### src/acpt_pkg.sv
// constants shared by the alarm and control pin timing block
package acpt_pkg;
    // -------------------------------------------------------------
    // clock and timing figures
    // -------------------------------------------------------------
    localparam int unsigned CLK_PERIOD_NS = 10;
    localparam int unsigned COOLER_MAX_MS = 100;
    localparam int unsigned INIT_MAX_MS = 2500;
    localparam int unsigned TXOFF_MAX_US = 100;
    localparam int unsigned TXON_MAX_MS = 20;
    localparam int unsigned LOS_MAX_MS = 150;
    localparam int unsigned SRQ_MAX_MS = 150;
    // longest times round down to whole cycles
    localparam int unsigned COOLER_CYC = COOLER_MAX_MS * 1000000 / CLK_PERIOD_NS;
    localparam int unsigned INIT_CYC = INIT_MAX_MS * 1000000 / CLK_PERIOD_NS;
    localparam int unsigned TXOFF_CYC = TXOFF_MAX_US * 1000 / CLK_PERIOD_NS;
    localparam int unsigned TXON_CYC = TXON_MAX_MS * 1000000 / CLK_PERIOD_NS;
    localparam int unsigned LOS_CYC = LOS_MAX_MS * 1000000 / CLK_PERIOD_NS;
    localparam int unsigned SRQ_CYC = SRQ_MAX_MS * 1000000 / CLK_PERIOD_NS;
    // -------------------------------------------------------------
    // reset values
    // -------------------------------------------------------------
    localparam logic RST_PIN_HIGH = 1'b1;
    localparam logic RST_PIN_LOW = 1'b0;
    // -------------------------------------------------------------
    // transmitter states
    // -------------------------------------------------------------
    typedef enum logic [1:0] {
        ACPT_TX_OFF,
        ACPT_TX_TURN_ON,
        ACPT_TX_ON
    } acpt_tx_state_t;
endpackage

### src/acpt_follow.sv
// delayed follower: output tracks input after a fixed settle count
module acpt_follow #(
    parameter int unsigned DELAY = 4,    // cycles input must hold before output follows
    parameter logic RST_VAL = 1'b0       // output value during reset
) (
    input wire logic clk_sys_i,          // system clock
    input wire logic nrst_i,             // synchronous reset, active low
    input wire logic level_i,            // level to follow
    output logic level_o                 // follower output, registered
);
    localparam int unsigned CW = $clog2(DELAY + 1);
    localparam logic [CW-1:0] CNT_MAX = CW'(DELAY - 1);
    logic [CW-1:0] cnt_q;
    logic [CW-1:0] cnt_d;
    logic out_q;
    logic out_d;
    wire differ = level_i != out_q;
    wire expire = differ && (cnt_q == CNT_MAX);
    // a glitch shorter than the count restarts it, so output never chatters
    assign cnt_d = (!differ || expire) ? '0 : cnt_q + CW'(1);
    assign out_d = expire ? level_i : out_q;
    // -------------------------------------------------------------
    // state
    // -------------------------------------------------------------
    always_ff @(posedge clk_sys_i) begin
        if (!nrst_i) begin
            cnt_q <= '0;
            out_q <= RST_VAL;
        end else begin
            cnt_q <= cnt_d;
            out_q <= out_d;
        end
    end
    assign level_o = out_q;
endmodule

### src/acpt_top.sv
// alarm and control pin sequencing for the optical sub-assembly
// Operation
// - cooler pin asserts within 100 ms after the cooler-enable bit sets
// - cooler pin deasserts within 100 ms after the cooler-enable bit clears
// - initialization completes within 2.5 s after reset
// - transmit stops within 100 us of disable; turn-on state within 20 ms
// - pin-state indication asserts within 150 ms of loss-of-signal pin asserting
// - pin-state indication clears within 150 ms of loss-of-signal pin releasing
// - service request asserts within 150 ms of any alarm condition
// - service request held while any condition; released within 150 ms after last
// - transmit-disable input active low; low disables transmit output
// - loss-of-signal pin low when received power below programmed threshold
// - service request high when no fault, low on fault; host reads alarms
// - module-select high blocks two-wire responses; host keeps it steady
module acpt_top #(
    parameter int unsigned COOLER_CYC = acpt_pkg::COOLER_CYC,  // cooler pin latency
    parameter int unsigned INIT_CYC = acpt_pkg::INIT_CYC,      // initialization time
    parameter int unsigned TXOFF_CYC = acpt_pkg::TXOFF_CYC,    // transmit shut-off
    parameter int unsigned TXON_CYC = acpt_pkg::TXON_CYC,      // transmit turn-on
    parameter int unsigned LOS_CYC = acpt_pkg::LOS_CYC,        // loss pin-state latency
    parameter int unsigned SRQ_CYC = acpt_pkg::SRQ_CYC,        // service request latency
    parameter int unsigned PWR_W = 16,                         // received power width
    parameter int unsigned COND_W = 8                          // alarm condition count
) (
    input wire logic clk_sys_i,                 // controller clock 100 MHz
    input wire logic nrst_i,                    // synchronous reset, active low
    input wire logic cooler_enable_bit_i,       // software cooler-enable control bit
    output logic cooler_enable_o,               // cooler-enable pin, high = on
    input wire logic transmit_disable_n_i,      // transmit disable, low = off
    output logic tx_enable_o,                   // laser transmit enable
    output logic tx_turn_on_o,                  // transmitter in turn-on state
    input wire logic [PWR_W-1:0] rx_power_i,    // measured received power
    input wire logic [PWR_W-1:0] los_thresh_i,  // programmed loss threshold
    output logic rx_signal_lost_n_o,            // loss-of-signal pin, low = lost
    output logic los_pin_state_o,               // readable pin state, high = lost
    input wire logic [COND_W-1:0] fault_alarm_warning_status_i, // live conditions
    output logic service_request_n_o,           // service request pin, low = request
    input wire logic module_select_n_i,         // module select, low = selected
    output logic two_wire_enable_o,             // two-wire port may respond
    output logic init_done_o                    // module initialization complete
);
    // -------------------------------------------------------------
    // initialization timer
    // -------------------------------------------------------------
    // init is finished well inside the limit; half the budget leaves margin
    localparam int unsigned INIT_USE = (INIT_CYC / 2 > 0) ? INIT_CYC / 2 : 1;
    localparam int unsigned IW = $clog2(INIT_USE + 1);
    localparam logic [IW-1:0] INIT_LAST = IW'(INIT_USE - 1);
    logic [IW-1:0] init_cnt_q;
    logic init_done_q;
    wire init_end = !init_done_q && (init_cnt_q == INIT_LAST);
    always_ff @(posedge clk_sys_i) begin
        if (!nrst_i) begin
            init_cnt_q <= '0;
            init_done_q <= 1'b0;
        end else begin
            init_cnt_q <= init_done_q ? init_cnt_q : init_cnt_q + IW'(1);
            init_done_q <= init_done_q | init_end;
        end
    end
    assign init_done_o = init_done_q;
    // -------------------------------------------------------------
    // cooler enable pin
    // -------------------------------------------------------------
    // settle count well below the bound rejects a toggling control bit
    acpt_follow #(
        .DELAY(COOLER_CYC / 2 > 0 ? COOLER_CYC / 2 : 1),
        .RST_VAL(acpt_pkg::RST_PIN_LOW)
    ) u_cooler (
        .clk_sys_i(clk_sys_i),
        .nrst_i(nrst_i),
        .level_i(cooler_enable_bit_i),
        .level_o(cooler_enable_o)
    );
    // -------------------------------------------------------------
    // transmitter control
    // -------------------------------------------------------------
    // shut-off is immediate, well inside its bound; turn-on waits a count
    localparam int unsigned TXON_USE = (TXON_CYC / 2 > 0) ? TXON_CYC / 2 : 1;
    localparam int unsigned TW = $clog2(TXON_USE + 1);
    localparam logic [TW-1:0] TXON_LAST = TW'(TXON_USE - 1);
    acpt_pkg::acpt_tx_state_t tx_st_q;
    acpt_pkg::acpt_tx_state_t tx_st_d;
    logic [TW-1:0] txon_cnt_q;
    wire tx_req = transmit_disable_n_i && init_done_q;
    always_comb begin
        tx_st_d = tx_st_q;
        case (tx_st_q)
            acpt_pkg::ACPT_TX_OFF: begin
                if (tx_req) begin
                    tx_st_d = acpt_pkg::ACPT_TX_TURN_ON;
                end
            end
            acpt_pkg::ACPT_TX_TURN_ON: begin
                if (!tx_req) begin
                    tx_st_d = acpt_pkg::ACPT_TX_OFF;
                end else if (txon_cnt_q == TXON_LAST) begin
                    tx_st_d = acpt_pkg::ACPT_TX_ON;
                end
            end
            acpt_pkg::ACPT_TX_ON: begin
                if (!tx_req) begin
                    tx_st_d = acpt_pkg::ACPT_TX_OFF;
                end
            end
            default: begin
                tx_st_d = acpt_pkg::ACPT_TX_OFF;
            end
        endcase
    end
    always_ff @(posedge clk_sys_i) begin
        if (!nrst_i) begin
            tx_st_q <= acpt_pkg::ACPT_TX_OFF;
            txon_cnt_q <= '0;
        end else begin
            tx_st_q <= tx_st_d;
            txon_cnt_q <= (tx_st_q == acpt_pkg::ACPT_TX_TURN_ON) ? txon_cnt_q + TW'(1) : '0;
        end
    end
    // transmit enable is registered from the next state, which sees the live pin, so shut-off takes one edge
    logic tx_en_q;
    always_ff @(posedge clk_sys_i) begin
        if (!nrst_i) begin
            tx_en_q <= 1'b0;
        end else begin
            tx_en_q <= (tx_st_d == acpt_pkg::ACPT_TX_ON);
        end
    end
    assign tx_enable_o = tx_en_q;
    assign tx_turn_on_o = (tx_st_q == acpt_pkg::ACPT_TX_TURN_ON);
    // -------------------------------------------------------------
    // loss of signal pin and its readable state
    // -------------------------------------------------------------
    logic los_n_q;
    always_ff @(posedge clk_sys_i) begin
        if (!nrst_i) begin
            los_n_q <= acpt_pkg::RST_PIN_HIGH;
        end else begin
            los_n_q <= !(rx_power_i < los_thresh_i);
        end
    end
    assign rx_signal_lost_n_o = los_n_q;
    logic los_state_n;
    acpt_follow #(
        .DELAY(LOS_CYC / 2 > 0 ? LOS_CYC / 2 : 1),
        .RST_VAL(acpt_pkg::RST_PIN_HIGH)
    ) u_los (
        .clk_sys_i(clk_sys_i),
        .nrst_i(nrst_i),
        .level_i(los_n_q),
        .level_o(los_state_n)
    );
    assign los_pin_state_o = !los_state_n;
    // -------------------------------------------------------------
    // service request
    // -------------------------------------------------------------
    // no ready pulse on this pin: init_done_o carries readiness; a host read clears nothing
    wire any_cond = |fault_alarm_warning_status_i;
    logic srq_n;
    acpt_follow #(
        .DELAY(SRQ_CYC / 2 > 0 ? SRQ_CYC / 2 : 1),
        .RST_VAL(acpt_pkg::RST_PIN_HIGH)
    ) u_srq (
        .clk_sys_i(clk_sys_i),
        .nrst_i(nrst_i),
        .level_i(!any_cond),
        .level_o(srq_n)
    );
    assign service_request_n_o = srq_n;
    // -------------------------------------------------------------
    // two-wire gating
    // -------------------------------------------------------------
    assign two_wire_enable_o = !module_select_n_i && init_done_q;
    // -------------------------------------------------------------
    // checks
    // -------------------------------------------------------------
    int unsigned srq_age_q;
    always_ff @(posedge clk_sys_i) begin
        if (!nrst_i || !any_cond || !srq_n) begin
            srq_age_q <= 0;
        end else begin
            srq_age_q <= srq_age_q + 1;
        end
    end

    // cooler pin may lag its control bit, but never past the bound
    int unsigned cool_age_q;
    always_ff @(posedge clk_sys_i) begin
        if (!nrst_i || (cooler_enable_bit_i == cooler_enable_o)) begin
            cool_age_q <= 0;
        end else begin
            cool_age_q <= cool_age_q + 1;
        end
    end
endmodule

### config.mk
export PLATFORM = sky130hd
export DESIGN_NAME = acpt_top
export DESIGN_NICKNAME = d
export VERILOG_FILES = /design/src/acpt_pkg.sv /design/src/acpt_follow.sv /design/src/acpt_top.sv
export SDC_FILE = /design/constraint.sdc
export NUM_CORES = 1
export LEC_CHECK = 0
export BUFFER_PORTS_ARGS = -buffer_cell sky130_fd_sc_hd__buf_2
export CORE_UTILIZATION = 45
export CTS_BUF_LIST = sky130_fd_sc_hd__clkbuf_8 sky130_fd_sc_hd__clkbuf_16
export CTS_CLUSTER_DIAMETER = 150
export DETAILED_ROUTE_END_ITERATION = 8
export GPL_TIMING_DRIVEN = 0
export PLACE_DENSITY_LB_ADDON = 0.05
export SKIP_LAST_GASP = 1
export SYNTH_ARGS = -nofsm -noshare
export SYNTH_HDL_FRONTEND = slang
export SYNTH_SLANG_ARGS = --single-unit
### constraint.sdc
create_clock -name clk_sys_i -period 1.99 [get_ports clk_sys_i]
set_input_delay 0.0995 -clock clk_sys_i [delete_from_list [all_inputs] [get_ports clk_sys_i]]
set_output_delay 0.0995 -clock clk_sys_i [all_outputs]
set_load 0.1 [all_outputs]
# Word-level counts from Yosys, hierarchy flattened
# Cells that the tools add are included.
# classes
add_sub_neg	5
magnitude_cmp	1
n_eq_ne	11
n_mux	5
bitwise	2
reduce_logical	23
# op_table
op	n
23-bit by 1-bit adder with 23-bit output, second input constant	3
23-bit == test, second input constant	3
27-bit by 1-bit adder with 27-bit output, second input constant	1
27-bit == test, second input constant	1
20-bit by 1-bit adder with 20-bit output, second input constant	1
20-bit == test, second input constant	1
16-bit less-than comparator	1
1-bit zero test	8
2-bit 2-to-1 mux	4
8-bit OR reduction	1
1-bit logical AND	6
2-bit case mux with 3 select lines	1
2-bit OR reduction	3
2-bit == test, second input constant	2
1-bit logical OR	3
1-bit != test	3
2-bit by 1-bit == test with 1-bit output, second input constant	1
2-bit zero test	1
2-bit AND reduction	1
1-bit NOT	1
1-bit OR	1
# totals
regBits	124
out_inout_bits	8

# Logic depth before layout (Yosys ltp)
# Gate-level depths: netlist (run 1).
# logic_depth
word_depth	6
ltp_mapped	7

# Modules after synthesis
# A second synthesis (run 1) with hierarchy kept.
# hier_totals
hier_cells	710
area_unflattened_um2	6172.2
# modules_own_cells
module	instances	cells_per_inst	area_each_um2
acpt_top	1	331	2761.4
acpt_follow at u_los ...	2	124	1142.3
acpt_follow at u_cooler	1	131	1126.1

# Worst setup path after synthesis (run 1)
# Ideal clock, no wire load.
# synth_timing
path_type	register -> register
from	register tx_st_q[0]
to	register txon_cnt_q[10]
arrival_ns	2.608
required_ns	1.925
path_slack_ns	-0.683
path_stages_with_launch	5
path_buffers	1
period_less_slack_ns	2.673
path_cell_list	dfxtp_1 nor2b_1 nand2_1 clkbuf_1 nor2_1
# synth_via
elab_chain_cells	2
# synth_rtl
element	line	rtl
start, declared	acpt_top.sv:82	acpt_pkg::acpt_tx_state_t tx_st_q;
start signal, assigned	acpt_top.sv:113	tx_st_q <= acpt_pkg::ACPT_TX_OFF;
start signal, assigned	acpt_top.sv:116	tx_st_q <= tx_st_d;
2-bit by 1-bit == test with 1-bit output	n/a	
via tx_turn_on_o	acpt_top.sv:31	output logic tx_turn_on_o,
2-bit AND reduction (no source line)	n/a	
end signal, assigned	acpt_top.sv:117	txon_cnt_q <= (tx_st_q == acpt_pkg::ACPT_TX_TURN_ON) ? txon_cnt_q + TW'(1) : '0;
end, declared	acpt_top.sv:84	logic [TW-1:0] txon_cnt_q;
# The timed path passes the listed nets, and every way through them passes these cells.
# A chain may end at the register's enable or synchronous reset.

# Worst setup path after layout (run 1)
# layout_timing
from	register u_los.cnt_q[18]
to	register u_los.cnt_q[4]
# layout_via
elab_chain_cells	4
# layout_rtl
element	line	rtl
start, declared	acpt_follow.sv:13	logic [CW-1:0] cnt_q;
start signal, assigned	acpt_follow.sv:30	cnt_q <= cnt_d;
23-bit == test	acpt_follow.sv:18	wire expire = differ && (cnt_q == CNT_MAX);
1-bit logical AND	acpt_follow.sv:18	
1-bit logical OR	acpt_follow.sv:20	assign cnt_d = (!differ || expire) ? '0 : cnt_q + CW'(1);
2-bit OR reduction (no source line)	n/a	
# Every way passes these cells.

==> results of run 1 <==
==> kinds of logic (layout without fill, tap and decap cells) <==
| family | count (synthesis) | count (layout) | share of synthesized area, % |
|---|---|---|---|
| buf+inv | 40 | 130 | 3.09 |
| xor+xnor | 99 | 99 | 14.7 |
| simple gates | 348 | 348 | 31.6 |
| flops | 124 | 124 | 42.0 |
| mux | 2 | 2 | 0.339 |
| fa+ha+maj | 20 | 20 | 4.24 |
| compound gates | 38 | 38 | 4.00 |
==> area by class of cell <==
| type | instances | area, sq um | area share (%) |
|---|---|---|---|
| sequential | 124 | 2480 | 35.0 |
| buffer | 14 | 85.1 | 1.20 |
| clock buffer | 19 | 453 | 6.38 |
| tap | 172 | 215 | 3.03 |
| timing repair buffer | 58 | 308 | 4.34 |
| clock inverter | 13 | 149 | 2.10 |
| multi-input combinational | 507 | 3310 | 46.6 |
| inverter | 26 | 97.6 | 1.37 |
==> metrics by stage <==
step                hold WS, ns  util, %  instance area, sq um  setup slack [ns]
floorplan                 0.262        -                  5920            0.0282
global placement          0.410     50.3                  6390          -0.00746
detailed placement        0.412     50.3                  6390           -0.0179
CTS                     0.00706     55.3                  7030            0.0132
global route             0.0361     55.8                  7100          -0.00949
finish                  0.00968     55.8                  7100             0.115
==> per-layer routing <==
layer | track usage [%] | wire [um]
met3 | 5.03 | 452
met2 | 30.7 | 5400
met4 | 7.34 | 170
met1 | 24.8 | 5810
met5 | 0 | 0
==> registers in the layout (all words and copies together) (netlist names), 2 cells and up <==
name / cells
u_srq.cnt_q: 23
init_cnt_q: 27
u_los.cnt_q: 23
txon_cnt_q: 20
u_cooler.cnt_q: 23
tx_st_q: 2
==> cell usage after synthesis, types with 3 or more instances <==
| cell type | count | area share, % |
|---|---|---|
| sky130_fd_sc_hd__and2_1 | 20 | 2.1 |
| sky130_fd_sc_hd__a21oi_1 | 9 | 0.76 |
| sky130_fd_sc_hd__and3_1 | 14 | 1.5 |
| sky130_fd_sc_hd__clkbuf_1 | 5 | 0.32 |
| sky130_fd_sc_hd__nor4b_1 | 5 | 0.74 |
| sky130_fd_sc_hd__o21ai_0 | 13 | 1.1 |
| sky130_fd_sc_hd__nor3_2 | 3 | 0.51 |
| sky130_fd_sc_hd__nand3_1 | 38 | 3.2 |
| sky130_fd_sc_hd__nand2_1 | 51 | 3.2 |
| sky130_fd_sc_hd__dfxtp_1 | 124 | 42 |
| sky130_fd_sc_hd__buf_4 | 6 | 0.76 |
| sky130_fd_sc_hd__and4_1 | 11 | 1.6 |
| sky130_fd_sc_hd__nor2_1 | 107 | 6.8 |
| sky130_fd_sc_hd__nor4_1 | 9 | 0.95 |
| sky130_fd_sc_hd__nor4_2 | 6 | 1.3 |
| sky130_fd_sc_hd__xor2_1 | 60 | 8.9 |
| sky130_fd_sc_hd__a21boi_1 | 5 | 0.64 |
| sky130_fd_sc_hd__inv_1 | 26 | 1.7 |
| sky130_fd_sc_hd__ha_1 | 20 | 4.2 |
| sky130_fd_sc_hd__nor3_1 | 10 | 0.85 |
| sky130_fd_sc_hd__a21boi_0 | 4 | 0.51 |
| sky130_fd_sc_hd__nor2b_1 | 9 | 0.95 |
| sky130_fd_sc_hd__or3_1 | 12 | 1.3 |
| sky130_fd_sc_hd__or4_1 | 3 | 0.38 |
| sky130_fd_sc_hd__nand4_1 | 35 | 3.7 |
| sky130_fd_sc_hd__xnor2_1 | 39 | 5.8 |
==> power by group through the flow <==
stage | logic (mW) | registers [mW] | clock network (mW)
2_1_floorplan | 0.113 | 2.58 | 0
5_1_grt | 0.242 | 2.52 | 3.29
3_5_place_dp | 0.208 | 2.57 | 0
4_1_cts | 0.211 | 2.52 | 3.19
3_3_place_gp | 0.203 | 2.57 | 0
6_report | 0.209 | 2.52 | 3.12
==> path summary, 6_finish.rpt <==
kind / to / slack, ns / depth (start not counted)
worst max-delay path: u_los.cnt_q[4]$_SDFF_PP0_ / 0.11 / 5
worst min register to register: u_los.cnt_q[0]$_SDFF_PP0_ / 0.44 / 1
worst max register to register: u_los.cnt_q[4]$_SDFF_PP0_ / 0.11 / 5
worst min-delay path: u_cooler.level_o$_SDFFE_PN0P_ / 0.01 / 3
==> worst max-delay path, cell delays in order (launching register included) <==
cell and delay [ns]:
sky130_fd_sc_hd__dfxtp_1 0.34, sky130_fd_sc_hd__or4b_1 0.57, sky130_fd_sc_hd__nor4b_4 0.33, sky130_fd_sc_hd__nand3b_1 0.25
sky130_fd_sc_hd__buf_4 0.21, sky130_fd_sc_hd__nor2_1 0.06
==> what timing repair did <==
item,in CTS,in global routing
resized for setup,1,8
hold buffers,1,0
setup endpoints to repair,4,51
pin swaps,1,2
hold endpoints to repair,1,0
setup buffers,2,3
==> summary.txt, run 1 <==
======================================================================================================
Synthesized net count                                                                              736
Crit path max fanout                                                                                10
Port-buffer cells                                                                                   52
Count of final max-slew check failures                                                               0
Synth warnings                                                                                       0
Hold Crit Class                                                                                 in2reg
Maximum capacitance violations                                                                       0
Antenna Nets Post-Route                                                                              0
Proportion of synthesized chip area in sequential cells                                          42.0%
Critical Path AT                                                                               2.18 ns
Maximum operating frequency                                                                  0.533 GHz
Fraction of layout cells with a size suffix above 1                                              15.6%
Die Y-Extent                                                                                    117 um
Initial antenna violation count                                                                      0
Number of storage elements in the synthesis netlist                                                124
Area of the die                                                                            13600 sq um
Number of enable flip-flop cells after synthesis                                                     0
Leading cell types in the layout, fill and taps excluded                                  122 x sky130_fd_sc_hd__dfxtp_1, 107 x sky130_fd_sc_hd__nor2_1, 60 x sky130_fd_sc_hd__xor2_1
Share of total power consumed by net switching                                                   21.1%
Endpoints failing setup                                                                              0
CP Launch Point                                                                           u_los.cnt_q[18]$_SDFF_PP0_
Via count normalized by instance count                                                            5.10
Source of the worst register-to-register timing path                                      u_los.cnt_q[18]$_SDFF_PP0_
Area of the mapped netlist                                                                  5910 sq um
Startpoint types                                                                              register
Clk Tree Root Cell                                                                        sky130_fd_sc_hd__clkbuf_16
Maximum number of buffers from clock root to sink                                                    2
Internal power summed over all cells                                                           4.61 mW
Pin slew with the least headroom to its limit                                                 0.794 ns
Sum of internal, switching and leakage power                                                   5.85 mW
Horizontal die dimension                                                                        117 um
ANT cells                                                                                            0
VDD IR max                                                                                  0.000483 V
Wire length of the first global-routing pass                                                  20600 um
Clock transition at the register clock pins on the worst setup and hold paths after CTS        0.06 ns
Required time of the critical path                                                             2.30 ns
Total congestion overflow                                                                            0
Most common cell after layout, fill and taps aside                                        sky130_fd_sc_hd__dfxtp_1
Number of sinks handled by clock tree synthesis                                                    124
Average size of a mapped cell                                                               8.80 sq um
Starting DRC count in detailed routing                                                             232
Post-synth cell types                                                                               47
Final clock skew                                                                            0.00596 ns
Final Wtd Congestion                                                                             0.801
Global-route usage over all layers                                                               19.2%
Final-stage net count                                                                              813
Post-detailed-route wirelength per cell                                                        12.7 um
Status                                                                                    complete, no violations
Clock tree from TritonCTS                                                                         done
Crit share post-route                                                                            94.2%
Drt pass-1 iters                                                                                     4
Area growth from synthesis to layout                                                             20.2%
Number of buffers created by CTS                                                                    17
Insertion delay to the later sink of the worst-skew pair                                       0.41 ns
Rows                                                                                                41
Initial core utilization                                                                         46.4%
I/O pin total                                                                                       53
Clock network power share                                                                        53.3%
Fin Setup TNS                                                                                     0 ns
Post-detailed-placement half-perimeter wirelength                                              8470 um
Share of total power in sequential cells                                                         43.1%
Number of global-route vias before repair                                                         4562
Flip-flop cell with the highest count after synthesis                                     sky130_fd_sc_hd__dfxtp_1
Final WL                                                                                      11800 um
Worst Hold Launch                                                                         cooler_enable_bit_i
Areal power density over the cells                                                         824 nW/um^2
# placed instances                                                                                 895
Lkg Pwr                                                                                        2.75 nW
Layout filler cell count                                                                          1226
Floorplan core area                                                                        12700 sq um
Final hold violation count                                                                           0
Share of total power in combinational logic                                                       3.6%
Cells after Synth                                                                                  671
Maximum number of pins on one net before global-route repair                                        17
Vias after detailed routing                                                                       4759
Classification of the worst setup path                                                         reg2reg
Type of destination of the critical path                                                      register
Relative max-transition margin                                                                   46.6%
Final Non-Filler Cells                                                                             933
H-tree depth                                                                                         4
Fraction of registers with async set/reset                                                          0%
Count of unresolved DRC violations after routing                                                     0
Time the worst path needs with I/O delays and setup                                            1.88 ns
Net switching power figure                                                                     1.24 mW
======================================================================================================
No activity file was read; power rests on OpenSTA's default activity.
==> run 2, diff against run 1 <==
--- a/config.mk
+++ b/config.mk
@@ -12,6 +12,7 @@
 export DETAILED_ROUTE_END_ITERATION = 8
 export GPL_TIMING_DRIVEN = 0
 export PLACE_DENSITY_LB_ADDON = 0.05
+export REMOVE_ABC_BUFFERS = 1
 export SKIP_LAST_GASP = 1
 export SYNTH_ARGS = -nofsm -noshare
 export SYNTH_HDL_FRONTEND = slang
==> run 2 against run 1 <==
Against the previous run: largest power group unchanged; cell count shrank 0.11%; largest cell class unchanged; setup slack got worse by 0.039 ns; cell area rose by 0.30%; clock skew fell by 0.00070 ns.
==> summary.txt, run 2 (synthesis results as in run 1) <==
======================================================================================================
Wire length of the first global-routing pass                                                  20100 um
Lkg Pwr                                                                                        2.78 nW
Number of sinks handled by clock tree synthesis                                                    124
Final Wtd Congestion                                                                             0.806
Pin slew with the least headroom to its limit                                                 0.737 ns
Largest register by flop count                                                              init_cnt_q
Count of final max-slew check failures                                                               0
Crit path max fanout                                                                                 4
Initial core utilization                                                                         46.4%
Share of total power in sequential cells                                                         44.3%
Post-detailed-placement half-perimeter wirelength                                              8020 um
H-tree depth                                                                                         4
Required time of the critical path                                                             2.30 ns
Classification of the worst setup path                                                         reg2reg
Initial antenna violation count                                                                      0
Horizontal die dimension                                                                        117 um
Startpoint types                                                                              register
Vias after detailed routing                                                                       4763
I/O pin total                                                                                       53
Ordered list of cells on the worst path                                                   ha_1, nand4_1, nor4b_4, nand3b_1, buf_4, nor2_1
Final hold violation count                                                                           0
Net switching power figure                                                                     1.18 mW
Antenna Nets Post-Route                                                                              0
Count of unresolved DRC violations after routing                                                     0
Type of destination of the critical path                                                      register
Critical Path Max Stage Delay                                                                  0.44 ns
Status                                                                                    complete, no violations
Areal power density over the cells                                                         800 nW/um^2
Global-route usage over all layers                                                               19.0%
Maximum capacitance violations                                                                       0
VDD IR max                                                                                  0.000612 V
Most common cell after layout, fill and taps aside                                        sky130_fd_sc_hd__dfxtp_1
Clock transition at the register clock pins on the worst setup and hold paths after CTS        0.05 ns
Maximum number of buffers from clock root to sink                                                    2
Area after DPL                                                                              6300 sq um
Floorplan core area                                                                        12700 sq um
Area growth from synthesis to layout                                                             20.5%
Maximum operating frequency                                                                  0.522 GHz
Leading cell types in the layout, fill and taps excluded                                  124 x sky130_fd_sc_hd__dfxtp_1, 107 x sky130_fd_sc_hd__nor2_1, 60 x sky130_fd_sc_hd__xor2_1
Final clock skew                                                                            0.00526 ns
ANT cells                                                                                            0
Area of the die                                                                            13600 sq um
Number of buffers created by CTS                                                                    17
Total congestion overflow                                                                            0
Largest register FFs                                                                                27
Critical Path AT                                                                               2.22 ns
Final-stage net count                                                                              812
Drt pass-1 iters                                                                                     4
Via count normalized by instance count                                                            5.11
Final WL                                                                                      11800 um
Relative max-transition margin                                                                   50.9%
Internal power summed over all cells                                                           4.51 mW
Port-buffer cells                                                                                   52
Crit share post-route                                                                            96.2%
Number of global-route vias before repair                                                         4498
Clock network power share                                                                        51.8%
Rows                                                                                                41
Total non-filler cell area in the finished layout                                           7120 sq um
Slowest cell on crit path                                                                 sky130_fd_sc_hd__nor4b_4
Fraction of layout cells with a size suffix above 1                                              15.4%
Time the worst path needs with I/O delays and setup                                            1.91 ns
Final setup slack of the worst path                                                          0.0758 ns
Maximum number of pins on one net before global-route repair                                        43
Die Y-Extent                                                                                    117 um
Clock tree from TritonCTS                                                                         done
Layout filler cell count                                                                          1233
Starting DRC count in detailed routing                                                             165
DP Worst Slack                                                                               -0.300 ns
# placed instances                                                                                 881
Post-detailed-route wirelength per cell                                                        12.7 um
Insertion delay to the later sink of the worst-skew pair                                       0.41 ns
Final Non-Filler Cells                                                                             932
Share of total power in combinational logic                                                       3.9%
Clk Tree Root Cell                                                                        sky130_fd_sc_hd__clkbuf_16
Share of total power consumed by net switching                                                   20.8%
Hold Crit Class                                                                                 in2reg
Endpoints failing setup                                                                              0
======================================================================================================
run 2: cell types whose count changed in the layout (fill, tap and decap cells not counted), moves of 2 or more:
cell	previous run	this run
sky130_fd_sc_hd__clkbuf_1	5	0
sky130_fd_sc_hd__clkinvlp_4	4	0
sky130_fd_sc_hd__inv_1	27	30
sky130_fd_sc_hd__buf_2	54	52
sky130_fd_sc_hd__buf_4	11	13
sky130_fd_sc_hd__dfxtp_1	122	124
sky130_fd_sc_hd__dfxtp_2	2	0
sky130_fd_sc_hd__nand3_4	0	2
sky130_fd_sc_hd__nand3b_1	2	4
sky130_fd_sc_hd__nor2b_1	7	9
sky130_fd_sc_hd__nor3_1	10	8
sky130_fd_sc_hd__nor3_2	2	4
run 2: repair_timing:
action                                  4_1_cts  5_1_grt
hold buffers                                  2        0
cloned                                        3        0
resized for setup                             4       10
buffers inserted                              8        6
endpoints found under the setup margin       72       66
pin swaps                                     0        3
hold endpoints to repair                      2        0
run 2: cell type report:
cell class	instances	area, sq um	share of cell area [%]
multi-input cells	510	3350	47.1
clock inverters	12	105	1.48
repair buffers	68	398	5.59
clock buffers	20	467	6.56
flip-flops and latches	124	2480	34.9
well taps	172	215	3.02
inverters	26	97.6	1.37
run 2: power groups by stage:
stage,clock network [mW],registers [mW],logic [mW]
2_1_floorplan,0,2.58,0.0969
3_3_place_gp,0,2.57,0.187
3_5_place_dp,0,2.57,0.194
4_1_cts,3.02,2.52,0.222
5_1_grt,3.14,2.52,0.251
6_report,2.95,2.52,0.220
run 2: worst paths after layout:
path                        startpoint                            end  slack (ns)  depth (start not counted)
min reg2reg  u_los.cnt_q[0]$_SDFF_PP0_      u_los.cnt_q[0]$_SDFF_PP0_        0.46                          1
min                     rx_power_i[15]  rx_signal_lost_n_o$_SDFF_PN1_        0.03                          4
max reg2reg  u_los.cnt_q[0]$_SDFF_PP0_     u_los.cnt_q[13]$_SDFF_PP0_        0.08                          6
max          u_los.cnt_q[0]$_SDFF_PP0_     u_los.cnt_q[13]$_SDFF_PP0_        0.08                          6
run 2: layer usage:
layer,wire length (um),global-route usage (%),part of all wire (%),vias to the layer above
met5,0,0,0,-
met2,5780,32.5,49,54
met4,158,7.34,1.3,0
met3,363,5.35,3.1,15
met1,5540,22.5,47,2225
li1,-,-,-,2469
run 2: worst max-delay path: cells and delay by family, from the launching register on:
family,cells,cell delay [ns]
AND/OR/NAND/NOR,4,1.01
adder cells (fa/ha/maj),1,0.26
flip-flops,1,0.36
buffers and inverters,1,0.18
run 2: stage by stage:
stage / hold WS, ns / utilization, % / setup TNS, ns / total power [mW]
2_1_floorplan: 0.188 / - / -15.06 / 2.68
3_3_place_gp: 0.388 / 49.5 / -11.60 / 2.76
3_5_place_dp: 0.401 / 49.5 / -12.80 / 2.77
4_1_cts: 0.0141 / 55.1 / 0 / 5.77
5_1_grt: 0.0579 / 56.0 / -0.0450 / 5.91
6_report: 0.0275 / 56.0 / 0 / 5.69
==> run 3, diff against run 2 <==
--- a/config.mk
+++ b/config.mk
@@ -5,6 +5,7 @@
 export SDC_FILE = /design/constraint.sdc
 export NUM_CORES = 1
 export LEC_CHECK = 0
+export ABC_AREA = 1
 export BUFFER_PORTS_ARGS = -buffer_cell sky130_fd_sc_hd__buf_2
 export CORE_UTILIZATION = 45
 export CTS_BUF_LIST = sky130_fd_sc_hd__clkbuf_8 sky130_fd_sc_hd__clkbuf_16
==> run 3 against run 2 <==
Against the previous run: wire length is 21% higher; sequential share of layout area shrank 3.9 points; critical path depth grew 2; synthesized area rose by 19%; hold slack improved by 0.098 ns; cell area rose by 13%; total power rose by 2.3%; setup slack better by 0.15 ns; clock power up 5%; die area grew 18%; critical path type unchanged; critical endpoint is now u_los.cnt_q[11]$_SDFF_PP0_; largest cell class unchanged; highest routed layer unchanged.
==> summary.txt, run 3 <==
======================================================================================================
Final-stage net count                                                                             1180
Endpoints failing setup                                                                              0
Clk Tree Root Cell                                                                        sky130_fd_sc_hd__clkbuf_16
Proportion of synthesized chip area in sequential cells                                          35.4%
Status                                                                                    complete, no violations
Die Y-Extent                                                                                    127 um
Total congestion overflow                                                                            0
Maximum number of buffers from clock root to sink                                                    2
Number of storage elements in the synthesis netlist                                                124
Ordered list of cells on the worst path                                                   ha_1, nand2_1, inv_1, nand2_1, nor2_2, nand3_2, nand2_2, nor2_1
Fraction of layout cells with a size suffix above 1                                              12.2%
Floorplan core area                                                                        15200 sq um
Setup repair after global routing missed its margin                                              false
Cell type with the largest total area after synthesis                                     sky130_fd_sc_hd__dfxtp_1
Area of the mapped netlist                                                                  7010 sq um
Final setup slack of the worst path                                                           0.225 ns
Most frequent cell after synthesis                                                        sky130_fd_sc_hd__nand2_1
VDD IR max                                                                                  0.000584 V
Leading cell types in the layout, fill and taps excluded                                  262 x sky130_fd_sc_hd__nand2_1, 225 x sky130_fd_sc_hd__nor2_1, 138 x sky130_fd_sc_hd__inv_1
Starting DRC count in detailed routing                                                             280
Slowest cell on crit path                                                                 sky130_fd_sc_hd__dfxtp_1
Antenna Nets Post-Route                                                                              0
Areal power density over the cells                                                         726 nW/um^2
Postcts setup bufs                                                                                   0
Average size of a mapped cell                                                               6.65 sq um
Post-detailed-placement half-perimeter wirelength                                             10700 um
Initial core utilization                                                                         46.1%
Type of destination of the critical path                                                      register
Horizontal die dimension                                                                        127 um
Sum of internal, switching and leakage power                                                   5.82 mW
Maximum operating frequency                                                                  0.567 GHz
Relative max-transition margin                                                                   61.8%
Via count normalized by instance count                                                            4.73
Final Non-Filler Cells                                                                            1316
Largest register FFs                                                                                27
Critical Path Max Stage Delay                                                                  0.39 ns
Count of final max-slew check failures                                                               0
Final Core Density                                                                               52.8%
Clock transition at the register clock pins on the worst setup and hold paths after CTS        0.05 ns
Top post-synthesis cells by count                                                         262 x sky130_fd_sc_hd__nand2_1, 225 x sky130_fd_sc_hd__nor2_1, 135 x sky130_fd_sc_hd__inv_1
Crit path max fanout                                                                                22
Startpoint types                                                                              register
I/O pin total                                                                                       53
Final Wtd Congestion                                                                             0.808
Insertion delay to the later sink of the worst-skew pair                                       0.41 ns
Post-synth cell types                                                                               37
Lkg Pwr                                                                                        3.09 nW
Time the worst path needs with I/O delays and setup                                            1.76 ns
Initial antenna violation count                                                                      0
Clock tree from TritonCTS                                                                         done
Maximum number of pins on one net before global-route repair                                        29
# placed instances                                                                                1282
Cell type group with the largest total delay on the critical path                         simple AND/OR/NAND/NOR gates
Hold Crit Class                                                                                 in2reg
Area growth from synthesis to layout                                                             14.5%
Drt pass-1 iters                                                                                     5
Final hold violation count                                                                           0
Post-detailed-route wirelength per cell                                                        10.9 um
Final clock skew                                                                            0.00717 ns
Pin slew with the least headroom to its limit                                                 0.572 ns
Most common cell after layout, fill and taps aside                                        sky130_fd_sc_hd__nand2_1
H-tree depth                                                                                         4
Worst hold slack                                                                              0.125 ns
Global-route usage over all layers                                                               19.4%
Most Frequent Cell on Critical Path                                                       sky130_fd_sc_hd__nand2_1
Largest register by flop count                                                              init_cnt_q
Maximum capacitance violations                                                                       0
Port-buffer cells                                                                                   52
WP buf/inv                                                                                           1
Cells after Synth                                                                                 1054
Fraction of registers with async set/reset                                                          0%
Area of the die                                                                            16100 sq um
ANT cells                                                                                            0
Flip-flop cell with the highest count after synthesis                                     sky130_fd_sc_hd__dfxtp_1
Ranking of synthesized cells by area                                                      sky130_fd_sc_hd__dfxtp_1 35%, sky130_fd_sc_hd__nand2_1 14%, sky130_fd_sc_hd__nor2_1 12%, sky130_fd_sc_hd__inv_1 7.2%, sky130_fd_sc_hd__nand3_1 4.7%
Count of unresolved DRC violations after routing                                                     0
Classification of the worst setup path                                                         reg2reg
Number of sinks handled by clock tree synthesis                                                    124
Crit share post-route                                                                            88.7%
Synth warnings                                                                                       0
Critical Path AT                                                                               2.05 ns
Final WL                                                                                      14400 um
Vias after detailed routing                                                                       6222
Wire length of the first global-routing pass                                                  25500 um
Required time of the critical path                                                             2.27 ns
DP Worst Slack                                                                               0.0858 ns
Rows                                                                                                45
Number of buffers created by CTS                                                                    17
Share of the synthesized area in the top cell type                                               35.4%
Number of global-route vias before repair                                                         5689
Number of enable flip-flop cells after synthesis                                                     0
======================================================================================================
run 3: changes by cell type after synthesis, sizes merged, moves of 12 or more:
cell / before / now
nand2: 51 / 268
nor2: 107 / 249
inv: 26 / 137
nand3: 40 / 84
xor2: 60 / 25
a21oi: 9 / 37
xnor2: 39 / 17
and2: 20 / 1
nand4: 35 / 17
nor4: 15 / 0
and3: 14 / 1
or3: 12 / 0
run 3: repair_timing:
action,in CTS,in global routing
setup endpoints to repair,0,1
hold endpoints to repair,2,0
hold buffers,2,0
gates resized for setup,0,1
run 3: stage by stage:
step / instance area, sq um / TNS [ns]
after floorplan: 6920 / -12.64
after global placement: 7410 / 0
after detailed placement: 7410 / 0
after CTS: 8030 / 0
after global routing: 8030 / 0
final: 8030 / 0
run 3: path summary, 6_finish.rpt:
kind                                    from                    endpoint  slack, ns  depth (start not counted)
min          fault_alarm_warning_status_i[6]  u_srq.level_o$_SDFFE_PN1P_       0.13                          6
max reg2reg        u_los.cnt_q[0]$_SDFF_PP0_  u_los.cnt_q[11]$_SDFF_PP0_       0.23                          8
min reg2reg         txon_cnt_q[0]$_SDFF_PN0_    txon_cnt_q[0]$_SDFF_PN0_       0.46                          1
max                u_los.cnt_q[0]$_SDFF_PP0_  u_los.cnt_q[11]$_SDFF_PP0_       0.23                          8
run 3: cell type report:
cell class | instances | area [sq um]
clock buffer | 18 | 439
inverter | 137 | 514
fill | 1588 | 7180
tap | 188 | 235
clock inverter | 14 | 155
sequential | 124 | 2480
timing repair buffer | 54 | 280
multi-input combinational | 781 | 3920
run 3: logic make-up (layout without fill, tap and decap cells):
family,count (synthesis),count (layout),synth area share [%]
simple gates,653,653,41.8
buf+inv,149,223,8.72
xor+xnor,42,42,5.25
flops,124,124,35.4
compound gates,66,66,5.26
fa+ha+maj,20,20,3.57
run 3: report_power, final:
group | switching [mW] | leakage (nW) | internal (mW) | total [mW]
combinational | 0.123 | 1.80 | 0.0854 | 0.209
clock | 1.12 | 0.291 | 1.98 | 3.10
sequential | 0.0165 | 1.00 | 2.50 | 2.52
total | 1.26 | 3.09 | 4.57 | 5.82
run 3: worst reg2reg max path, cell delays in order (launching register included):
cell	delay [ns]
sky130_fd_sc_hd__dfxtp_1	0.39
sky130_fd_sc_hd__ha_1	0.27
sky130_fd_sc_hd__nand2_1	0.07
sky130_fd_sc_hd__inv_1	0.07
sky130_fd_sc_hd__nand2_1	0.07
sky130_fd_sc_hd__nor2_2	0.17
sky130_fd_sc_hd__nand3_2	0.13
sky130_fd_sc_hd__nand2_2	0.36
sky130_fd_sc_hd__nor2_1	0.10
run 3: layer usage:
metal  vias to the layer above  wire (um)  GRT usage [%]
li1                       3418          -              -
met1                      2746       7470           26.4
met2                        51       6420           30.8
met3                         7        365           4.43
met4                         0         91           5.46
met5                         -          0              0
